`config.mk`:
```
export PLATFORM = sky130hd
export DESIGN_NAME = fdhp_top
export DESIGN_NICKNAME = d
export VERILOG_FILES = /design/src/hdl/fdhp_pkg.sv /design/src/hdl/fdhp_top.sv
export VERILOG_INCLUDE_DIRS = /design/src /design/src/hdl
export SDC_FILE = /design/constraint.sdc
export NUM_CORES = 1
export LEC_CHECK = 0
export ABC_AREA = 0
export BUFFER_PORTS_ARGS = -buffer_cell sky130_fd_sc_hd__buf_2
export CAP_MARGIN = 40
export CORE_MARGIN = 8
export CORE_UTILIZATION = 55
export CTS_BUF_LIST = sky130_fd_sc_hd__clkbuf_4
export DETAILED_ROUTE_END_ITERATION = 6
export HOLD_SLACK_MARGIN = 0.02
export PLACE_DENSITY_LB_ADDON = 0.08
export SLEW_MARGIN = 40
export SYNTH_ARGS = -nofsm -noshare
export SYNTH_HDL_FRONTEND = slang
export SYNTH_HIERARCHICAL = 1
export SYNTH_SLANG_ARGS = --single-unit
```
`constraint.sdc`:
```
create_clock -name clk -period 4.52 [get_ports clk]
set_clock_uncertainty 0.1 [all_clocks]
set_input_delay 0.452 -clock clk [delete_from_list [all_inputs] [get_ports clk]]
set_output_delay 0.452 -clock clk [all_outputs]
set_load 0.02 [all_outputs]
```
`src/hdl/fdhp_map.svh`:
```
// Register offsets, field positions, reset values and timing counts of the floppy host port.
// Assumes inclusion by bare name from the design file and the assertion file.
`ifndef FDHP_MAP_SVH
`define FDHP_MAP_SVH
`define FDHP_IDX_DATA       3'h2
`define FDHP_IDX_DRVCTL     3'h2
`define FDHP_IDX_STATUS     3'h4
`define FDHP_IDX_FIFO       3'h5
`define FDHP_IDX_DRATE      3'h7
`define FDHP_IDX_MODE       3'h3
`define FDHP_IDX_SPEC       3'h6
`define FDHP_IDX_CMD        3'h1
`define FDHP_DC_DRV_LO      0
`define FDHP_DC_DRV_HI      1
`define FDHP_DC_GATE        3
`define FDHP_DC_MOTOR0      4
`define FDHP_DC_MOTOR1      5
`define FDHP_DC_RESET       8'h00
`define FDHP_DR_RESET       2'h2
`define FDHP_DR_W           2
`define FDHP_MODE_RESET     8'h00
`define FDHP_SPEC_RESET     8'h00
`define FDHP_FIFO_DEPTH     32
`define FDHP_FIFO_AW        5
`define FDHP_STEP_CYC       16'h0010
`define FDHP_CMD_READ       3'h1
`define FDHP_CMD_WRITE      3'h2
`define FDHP_CMD_STEP_IN    3'h3
`define FDHP_CMD_STEP_OUT   3'h4
`define FDHP_CMD_HEAD       2
`define FDHP_CMD_OP_HI      2
`define FDHP_CMD_LEN_HI     7
`define FDHP_CMD_LEN_LO     3
`endif

```
`src/hdl/fdhp_pkg.sv`:
```
// Types shared by the floppy host port design.
// Assumes fdhp_map.svh is on the include path.
package fdhp_pkg;
  typedef enum logic [2:0] {
    FDHP_IDLE  = 3'b000,
    FDHP_READ  = 3'b001,
    FDHP_WRITE = 3'b010,
    FDHP_STEP  = 3'b011,
    FDHP_DONE  = 3'b100
  } fdhp_state_t;
endpackage

```
`src/hdl/fdhp_top.sv`:
```
// Floppy controller host port: strobed processor bus, DMA handshake, drive pins and a data FIFO.
// Assumes all inputs are synchronous to clk except the drive status inputs, which are synchronised here.
// Notes on behaviour
// - Head select pulled low for head 1, released high for head 0.
// - Low track-zero input means the head sits at the outermost track.
// - Low index input marks the start of each revolution.
// - Reset returns sequencer to idle and all drive outputs inactive.
// - Reset clears the drive control register to zero.
// - Reset loads the data rate register with the lowest rate.
// - Reset keeps specify timing, but returns mode settings to defaults.
// - Data is taken from the bus only during a write strobe.
// - Data bus is driven only during a read strobe.
// - Register strobes count only while chip select is low.
// - Address decodes the register; ignored during DMA cycles.
// - Eight-bit two-way data bus, lower five and upper three bits.
// - DMA request raised only while the gate bit is set.
// - DMA grant answers requests and qualifies strobes only when gated.
// - Terminal count ends DMA, sampled only while grant is low.
// - Interrupt output asserted only while the gate bit is set.
// - Active-low motor enable for drive zero from drive control.
// - Drive select low only when chosen and its motor bit set.
// - Direction low stepping in, high stepping out and during transfers.

module fdhp_fifo #(
  parameter int WIDTH = 8,
  parameter int DEPTH = 32,
  parameter int AW    = 5
) (
  // Clock and reset.
  input  wire logic             clk,
  input  wire logic             rst,
  // Fill side.
  input  wire logic             in_valid,
  output logic                  in_ready,
  input  wire logic [WIDTH-1:0] in_data,
  // Drain side.
  output logic                  out_valid,
  input  wire logic             out_ready,
  output logic      [WIDTH-1:0] out_data
);
  logic [WIDTH-1:0] mem [DEPTH];
  logic [AW-1:0]    wr_ptr_reg;
  logic [AW-1:0]    rd_ptr_reg;
  logic [AW:0]      count_reg;
  logic             push;
  logic             pop;

  // Full and empty come straight from the occupancy count.
  assign in_ready  = (count_reg != (AW+1)'(DEPTH));
  assign out_valid = (count_reg != '0);
  assign push      = in_valid && in_ready;
  assign pop       = out_valid && out_ready;
  assign out_data  = mem[rd_ptr_reg];

  // Storage array; no reset so it maps to memory.
  always_ff @(posedge clk) begin
    if (push) begin
      mem[wr_ptr_reg] <= in_data;
    end
  end

  // Pointers and occupancy.
  always_ff @(posedge clk) begin
    if (rst) begin
      wr_ptr_reg <= '0;
      rd_ptr_reg <= '0;
      count_reg  <= '0;
    end else begin
      if (push) begin
        wr_ptr_reg <= wr_ptr_reg + AW'(1);
      end
      if (pop) begin
        rd_ptr_reg <= rd_ptr_reg + AW'(1);
      end
      count_reg <= count_reg + (AW+1)'(push) - (AW+1)'(pop);
    end
  end
endmodule

`include "fdhp_map.svh"

module fdhp_top (
  // Clock and reset.
  input  wire logic       clk,
  input  wire logic       rst,
  // Processor bus strobes and address.
  input  wire logic       chip_sel_n,
  input  wire logic       rd_n,
  input  wire logic       wr_n,
  input  wire logic [2:0] register_index,
  // Host data bus, split into its three signals.
  input  wire logic [7:0] host_data_bus_in,
  output logic      [7:0] host_data_bus_out,
  output logic      [7:0] host_data_bus_oe,
  // DMA handshake and interrupt.
  output logic            dma_request,
  input  wire logic       dma_grant_n,
  input  wire logic       transfer_end,
  output logic            irq,
  // Drive-side outputs, open drain: oe high pulls the pin low.
  output logic            head_choice_out_oe,
  output logic            step_dir_out_oe,
  output logic            motor_on_drive_zero_n_oe,
  output logic            motor_on_drive_one_n_oe,
  output logic            drive_zero_select_n_oe,
  output logic            drive_one_select_n_oe,
  // Drive-side status inputs, asynchronous.
  input  wire logic       at_outer_track_n,
  input  wire logic       index_n,
  input  wire logic       media_locked_n,
  // Internal observation.
  output logic            index_pulse,
  output logic            write_refused
);
  logic [7:0]             drv_ctl_reg;
  logic [`FDHP_DR_W-1:0]  drate_reg;
  logic [7:0]             mode_reg;
  logic [7:0]             spec_reg;
  logic [7:0]             cmd_reg;
  logic [2:0]             sync_a_reg;
  logic [2:0]             sync_b_reg;
  logic                   index_prev_reg;
  logic                   index_pulse_reg;
  fdhp_pkg::fdhp_state_t  state_reg;
  logic [4:0]             left_reg;
  logic [15:0]            step_cnt_reg;
  logic                   head_reg;
  logic                   dir_in_reg;
  logic                   request_reg;
  logic                   irq_reg;
  logic                   refused_reg;
  logic [7:0]             rdata_reg;
  logic                   rd_prev_reg;
  logic                   wr_prev_reg;
  logic                   gate;
  logic                   dma_cyc;
  logic                   cpu_cyc;
  logic                   rd_strobe;
  logic                   wr_strobe;
  logic                   rd_start;
  logic                   wr_start;
  logic                   fifo_in_valid;
  logic                   fifo_in_ready;
  logic [7:0]             fifo_in_data;
  logic                   fifo_out_valid;
  logic                   fifo_out_ready;
  logic [7:0]             fifo_out_data;
  logic                   at_track0;
  logic                   locked;
  logic                   end_hit;

  // DMA and interrupt share one gate bit in drive control.
  assign gate      = drv_ctl_reg[`FDHP_DC_GATE];
  assign dma_cyc   = gate && !dma_grant_n;
  assign cpu_cyc   = !chip_sel_n && !dma_cyc;
  assign rd_strobe = !rd_n && (cpu_cyc || dma_cyc);
  assign wr_strobe = !wr_n && (cpu_cyc || dma_cyc);
  assign rd_start  = rd_strobe && !rd_prev_reg;
  assign wr_start  = wr_strobe && !wr_prev_reg;
  assign end_hit   = dma_cyc && transfer_end;
  assign at_track0 = !sync_b_reg[0];
  assign locked    = !sync_b_reg[2];

  // Two-stage synchronisers; the first stage feeds only the second.
  always_ff @(posedge clk) begin
    if (rst) begin
      sync_a_reg <= 3'h7;
      sync_b_reg <= 3'h7;
    end else begin
      sync_a_reg <= {media_locked_n, index_n, at_outer_track_n};
      sync_b_reg <= sync_a_reg;
    end
  end

  // Index edge to one-cycle pulse, once per revolution.
  always_ff @(posedge clk) begin
    if (rst) begin
      index_prev_reg  <= 1'b1;
      index_pulse_reg <= 1'b0;
    end else begin
      index_prev_reg  <= sync_b_reg[1];
      index_pulse_reg <= index_prev_reg && !sync_b_reg[1];
    end
  end
  assign index_pulse = index_pulse_reg;

  // Strobe history, used to take each strobe exactly once.
  always_ff @(posedge clk) begin
    if (rst) begin
      rd_prev_reg <= 1'b0;
      wr_prev_reg <= 1'b0;
    end else begin
      rd_prev_reg <= rd_strobe;
      wr_prev_reg <= wr_strobe;
    end
  end

  // Host-written registers; specify timing deliberately survives reset.
  always_ff @(posedge clk) begin
    if (rst) begin
      drv_ctl_reg <= `FDHP_DC_RESET;
      drate_reg   <= `FDHP_DR_RESET;
      mode_reg    <= `FDHP_MODE_RESET;
      cmd_reg     <= 8'h00;
    end else if (wr_start && cpu_cyc) begin
      unique case (register_index)
        `FDHP_IDX_DRVCTL: drv_ctl_reg <= host_data_bus_in;
        `FDHP_IDX_DRATE:  drate_reg   <= host_data_bus_in[`FDHP_DR_W-1:0];
        `FDHP_IDX_MODE:   mode_reg    <= host_data_bus_in;
        `FDHP_IDX_CMD:    cmd_reg     <= host_data_bus_in;
        default: ;
      endcase
    end
  end

  // Specify register is loaded but never cleared by reset.
  always_ff @(posedge clk) begin
    if (wr_start && cpu_cyc && register_index == `FDHP_IDX_SPEC) begin
      spec_reg <= host_data_bus_in;
    end
  end

  // Byte sources for the FIFO: DMA or processor writes to the FIFO port while writing.
  assign fifo_in_valid  = wr_start && (state_reg == fdhp_pkg::FDHP_WRITE) &&
                          (dma_cyc || register_index == `FDHP_IDX_FIFO);
  assign fifo_in_data   = host_data_bus_in;
  // Drain side: one byte per index pulse stands in for the bit-serial writer.
  // It keeps draining after terminal count, so bytes already buffered still reach the disk.
  assign fifo_out_ready = (state_reg != fdhp_pkg::FDHP_READ) && index_pulse_reg;

  fdhp_fifo #(
    .WIDTH (8),
    .DEPTH (`FDHP_FIFO_DEPTH),
    .AW    (`FDHP_FIFO_AW)
  ) u_fifo (
    .clk       (clk),
    .rst       (rst),
    .in_valid  (fifo_in_valid),
    .in_ready  (fifo_in_ready),
    .in_data   (fifo_in_data),
    .out_valid (fifo_out_valid),
    .out_ready (fifo_out_ready),
    .out_data  (fifo_out_data)
  );

  // Sequencer: commands come from the command register write.
  always_ff @(posedge clk) begin
    if (rst) begin
      state_reg    <= fdhp_pkg::FDHP_IDLE;
      left_reg     <= 5'h00;
      step_cnt_reg <= 16'h0000;
      head_reg     <= 1'b0;
      dir_in_reg   <= 1'b0;
      refused_reg  <= 1'b0;
    end else begin
      unique case (state_reg)
        fdhp_pkg::FDHP_IDLE: begin
          if (wr_start && cpu_cyc && register_index == `FDHP_IDX_CMD) begin
            head_reg <= host_data_bus_in[`FDHP_CMD_HEAD];
            left_reg <= host_data_bus_in[`FDHP_CMD_LEN_HI:`FDHP_CMD_LEN_LO];
            unique case (host_data_bus_in[`FDHP_CMD_OP_HI:0])
              `FDHP_CMD_READ:     state_reg <= fdhp_pkg::FDHP_READ;
              `FDHP_CMD_WRITE: begin
                if (locked) begin
                  refused_reg <= 1'b1;
                  state_reg   <= fdhp_pkg::FDHP_DONE;
                end else begin
                  refused_reg <= 1'b0;
                  state_reg   <= fdhp_pkg::FDHP_WRITE;
                end
              end
              `FDHP_CMD_STEP_IN: begin
                dir_in_reg   <= 1'b1;
                step_cnt_reg <= `FDHP_STEP_CYC;
                state_reg    <= fdhp_pkg::FDHP_STEP;
              end
              `FDHP_CMD_STEP_OUT: begin
                dir_in_reg   <= 1'b0;
                step_cnt_reg <= at_track0 ? 16'h0001 : `FDHP_STEP_CYC;
                state_reg    <= fdhp_pkg::FDHP_STEP;
              end
              default: ;
            endcase
          end
        end
        fdhp_pkg::FDHP_READ, fdhp_pkg::FDHP_WRITE: begin
          dir_in_reg <= 1'b0;
          if (end_hit || (rd_start && dma_cyc && left_reg == 5'h00)) begin
            state_reg <= fdhp_pkg::FDHP_DONE;
          end else if (rd_start && dma_cyc) begin
            left_reg <= left_reg - 5'h01;
          end
        end
        fdhp_pkg::FDHP_STEP: begin
          if (step_cnt_reg == 16'h0001) begin
            dir_in_reg <= 1'b0;
            state_reg  <= fdhp_pkg::FDHP_DONE;
          end else begin
            step_cnt_reg <= step_cnt_reg - 16'h0001;
          end
        end
        fdhp_pkg::FDHP_DONE: begin
          // Taken as the status read starts, since a host may drop select and strobe together.
          if (rd_start && cpu_cyc && register_index == `FDHP_IDX_STATUS) begin
            state_reg <= fdhp_pkg::FDHP_IDLE;
          end
        end
        default: state_reg <= fdhp_pkg::FDHP_IDLE;
      endcase
    end
  end
  assign write_refused = refused_reg;

  // DMA request during reads; in writes it follows FIFO room so back-pressure reaches the host.
  always_ff @(posedge clk) begin
    if (rst) begin
      request_reg <= 1'b0;
      irq_reg     <= 1'b0;
    end else begin
      request_reg <= gate && ((state_reg == fdhp_pkg::FDHP_READ) ||
                     (state_reg == fdhp_pkg::FDHP_WRITE && fifo_in_ready)) && !end_hit;
      irq_reg <= gate && (state_reg == fdhp_pkg::FDHP_DONE);
    end
  end
  assign dma_request = request_reg;
  assign irq         = irq_reg;

  // Read data is latched at strobe start; address is ignored on DMA reads.
  always_ff @(posedge clk) begin
    if (rst) begin
      rdata_reg <= 8'h00;
    end else if (rd_start) begin
      if (dma_cyc) begin
        rdata_reg <= fifo_out_data;
      end else begin
        unique case (register_index)
          `FDHP_IDX_DRVCTL: rdata_reg <= drv_ctl_reg;
          `FDHP_IDX_STATUS: rdata_reg <= {state_reg == fdhp_pkg::FDHP_DONE, refused_reg, fifo_out_valid,
                                         !fifo_in_ready, at_track0, locked, 2'b00};
          `FDHP_IDX_DRATE:  rdata_reg <= {6'h00, drate_reg};
          `FDHP_IDX_MODE:   rdata_reg <= mode_reg;
          `FDHP_IDX_SPEC:   rdata_reg <= spec_reg;
          `FDHP_IDX_CMD:    rdata_reg <= cmd_reg;
          default:          rdata_reg <= 8'h00;
        endcase
      end
    end
  end

  // Bus driven only while a qualified read strobe is low, both bit groups together.
  assign host_data_bus_out = rdata_reg;
  assign host_data_bus_oe  = {{3{rd_strobe && rd_prev_reg}}, {5{rd_strobe && rd_prev_reg}}};

  // Drive pins; everything released while in reset or idle defaults.
  assign head_choice_out_oe       = head_reg;
  assign step_dir_out_oe          = dir_in_reg;
  assign motor_on_drive_zero_n_oe = drv_ctl_reg[`FDHP_DC_MOTOR0];
  assign motor_on_drive_one_n_oe  = drv_ctl_reg[`FDHP_DC_MOTOR1];
  assign drive_zero_select_n_oe   = (drv_ctl_reg[`FDHP_DC_DRV_HI:`FDHP_DC_DRV_LO] == 2'h0) &&
                                    drv_ctl_reg[`FDHP_DC_MOTOR0];
  assign drive_one_select_n_oe    = (drv_ctl_reg[`FDHP_DC_DRV_HI:`FDHP_DC_DRV_LO] == 2'h1) &&
                                    drv_ctl_reg[`FDHP_DC_MOTOR1];
endmodule

```
==> impl_results.md <==
- Global-route wire length before repair: 52,800 um
- Antenna-violating nets left: 0
- R2r startpoint: state_reg[1]
- Initial antenna violation count: 2
- Worst rel slew slack: 43.7%
- WS Path Type: reg -> reg
- Power per cell area: 411 mW/mm^2
- Synthesis-to-finish area growth: 11.0%
- Commonest non-fill, non-tap cell in the layout: edfxtp_1
- Arrival @ worst endpoint: 4040 ps
- Fill count: 2,087
- Pre-CTS WS: 824 ps
- Post-synthesis mux area share: 11.8%
- Grt total ovfl: 0
- Multi-input combinational cell area: 0.00482 sq mm
- Drt drc: 0
- Fmax achieved: 0.277 GHz
- Max-Cap Viols: 0
- Critical Path RT: 4950 ps
- Worst reg2reg path depth: 13
- Leak: 5.71 nW
- Post-DP HPWL: 21,400 um
- Adder-Cell Fraction of Synth Area: 1.63%
- Largest net degree at the start of global routing: 73
- Worst hold path class: in -> reg
- Cells after Synth: 1,064
- Syn nets: 1,104
- Post-route setup slack: 907 ps
- Later-pin clock latency in the skew report: 700 ps
- Synthesized flop and latch total: 358
- Worst setup startpoint: state_reg[1]
- Seq/Total Area, Yosys: 65.2%
- Vias/cell: 5.92
- RSZ-0062 raised after global routing: no
- Largest cells by area after synthesis: edfxtp_1 53%, dfxtp_1 13%, mux2i_1 6.3%, mux4_2 2.7%, mux4_1 2.4%
- Most frequent cells in the layout: 264 x edfxtp_1, 136 x clkbuf_4, 95 x mux2i_1, 92 x dfxtp_1, 89 x nor2_1
- Final hold vios: 0
- Seq. cell area: 0.00982 sq mm
- Via Count: 9,276
- Largest register FFs: 256
- Worst hold margin: 125 ps
- Vias in the first global route: 9,198
- Final min period: 3610 ps
- Least-Margin Pin Slew: 842 ps
- CTS tree: built
- Drt first pass iters: 7
- Final #Nets: 1,195
- Utilization after layout: 62.0%
- Fin crit share: 79.9%
- Simple-gate share of the synthesized area: 10.3%
- Hold Path Cell Cnt: 1
- Synth Area in Compound Gates: 7.48%
- Core ar.: 0.0270 sq mm
- Max clock buf depth: 3
- R2R Path End: u_fifo/count_reg[4]
- Routability congestion estimate: 0.830
- Clk root buf: clkbuf_4
- XOR/XNOR Fraction of Synth Area: 0.698%
- Fraction of registers with async set/reset: 0%
- Initial Util: 55.8%
- Top-area cell type share of the netlist area: 52.7%
- CP max FO: 9
- Status: complete, no violations
- Largest family of logic cells by synthesized area: multiplexers
- Library cells used by synthesis: 78
- Slew Limit Fails: 0
- Peak supply drop: 0.000250 V
- Setup violations, final: 0
- Share of layout cells above drive strength 1: 21.2%
- I/O pin total: 47
- R2r setup slk: 910 ps
- Crit path launch type: flip-flop
- WL final: 34,000 um
- Setup crit end kind: flip-flop
- Clock-pin slew on the worst setup and hold paths: 70 ps
- DR WL/cell: 21.7 um
- YS warnings: 6
- Die extent in y: 181 um
- Die width: 181 um
- Ys flop type: edfxtp_1
- GRT Overall Usage: 20.7%
- # clock sinks: 358
- Setup TNS: 0 ps
- Mean Syn Cell Area: 14.1 sq um
- H-Tree Level Count: 3
- CTS buffer count: 91
- Port Buffers: 46
- Floorplan row count: 60
- EDFF count, synth: 264
- Yosys top cell by area: edfxtp_1
- CP Capture Point: u_fifo/count_reg[4]
- Area of the die: 0.0329 sq mm
- DR iter-0 viols: 661
- Mapped Area: 0.0151 sq mm
power breakdown:
part           switching, mW  total, mW  internal, mW
clock                   1.27       2.65          1.38
combinational          0.374      0.592         0.218
sequential            0.0488       3.62          3.57
total                   1.69       6.86          5.17
per-layer routing:
layer / up-vias / track usage (%) / part of all wire (%)
met5: - / 0 / 0
met4: 0 / 6.53 / 1.6
met3: 46 / 4.33 / 5.7
met2: 283 / 33.9 / 48
met1: 4607 / 27.5 / 45
li1: 4340 / - / -
cell families (layout without fill, tap and decap cells):
family,after synthesis,in the layout
AND/OR/NAND/NOR,293,293
multiplexers,131,131
AO/OA/AOI/OAI,160,160
flip-flops,358,358
buffers and inverters,91,250
XOR/XNOR,12,12
other,0,2
adder cells (fa/ha/maj),19,19
cells in the mapped netlist, types with 5 or more instances:
cell / number
mux4_2: 18
buf_6: 5
o21ai_1: 8
buf_1: 6
nand3_1: 38
a22o_1: 10
dfxtp_1: 94
mux4_1: 14
inv_1: 22
buf_4: 8
or3_1: 10
or4_1: 9
clkbuf_1: 30
nor2_1: 94
xor2_1: 9
nand3b_1: 5
nor3b_1: 7
and2_1: 6
nand2b_1: 7
nor2b_1: 9
a222oi_1: 5
buf_2: 17
mux2i_1: 95
a221oi_1: 8
o31ai_1: 5
edfxtp_1: 264
nor3_1: 6
ha_1: 18
nand4_1: 8
o21ai_0: 12
a22oi_1: 39
a21oi_1: 37
o22ai_1: 6
or2_2: 8
nand2_1: 49
timing repair:
| action | CTS | global route |
|---|---|---|
| setup buffers | 0 | 0 |
| hold buffers | 8 | 0 |
| hold endpoints to repair | 7 | 0 |
| resized for setup | 0 | 0 |
worst min-delay path by stage:
stage,from,to,slack [ps]
2_1_floorplan,sync_a_reg[0],sync_b_reg[0],290
3_3_place_gp,sync_a_reg[0],sync_b_reg[0],290
3_5_place_dp,sync_a_reg[2],sync_b_reg[2],300
4_1_cts,chip_sel_n,state_reg[2],50
5_1_grt,host_data_bus_in[6],u_fifo/mem[12][6],100
6_report,host_data_bus_in[6],u_fifo/mem[21][6],130
final cells by class:
cell class	instances	area share [%]
Sequential cell	358	58.7
Clock inverter	25	0.719
Inverter	24	0.539
Tap cell	341	2.55
Clock buffer	136	6.11
Multi-Input combinational cell	615	28.8
Antenna cell	2	0.0300
Timing Repair Buffer	65	2.46
metrics by stage:
stage,power (mW),cell area (sq um),instances
2_1_floorplan,4.10,15100,1064
4_1_cts,6.95,16700,1564
3_3_place_gp,4.26,15500,1395
5_1_grt,7.19,16700,1566
3_5_place_dp,4.28,15500,1395
6_report,6.86,16700,1566
worst max-delay path: stages (launching register included):
cell	delay, ps
dfxtp_1	500
or4b_2	630
nor3_1	360
and2_1	340
inv_2	70
ha_1	290
inv_1	60
ha_1	160
inv_1	60
fa_1	390
nand2b_1	160
a21oi_1	180
o21a_1	130
nor3_1	40
(Power assumes the default switching activity.)
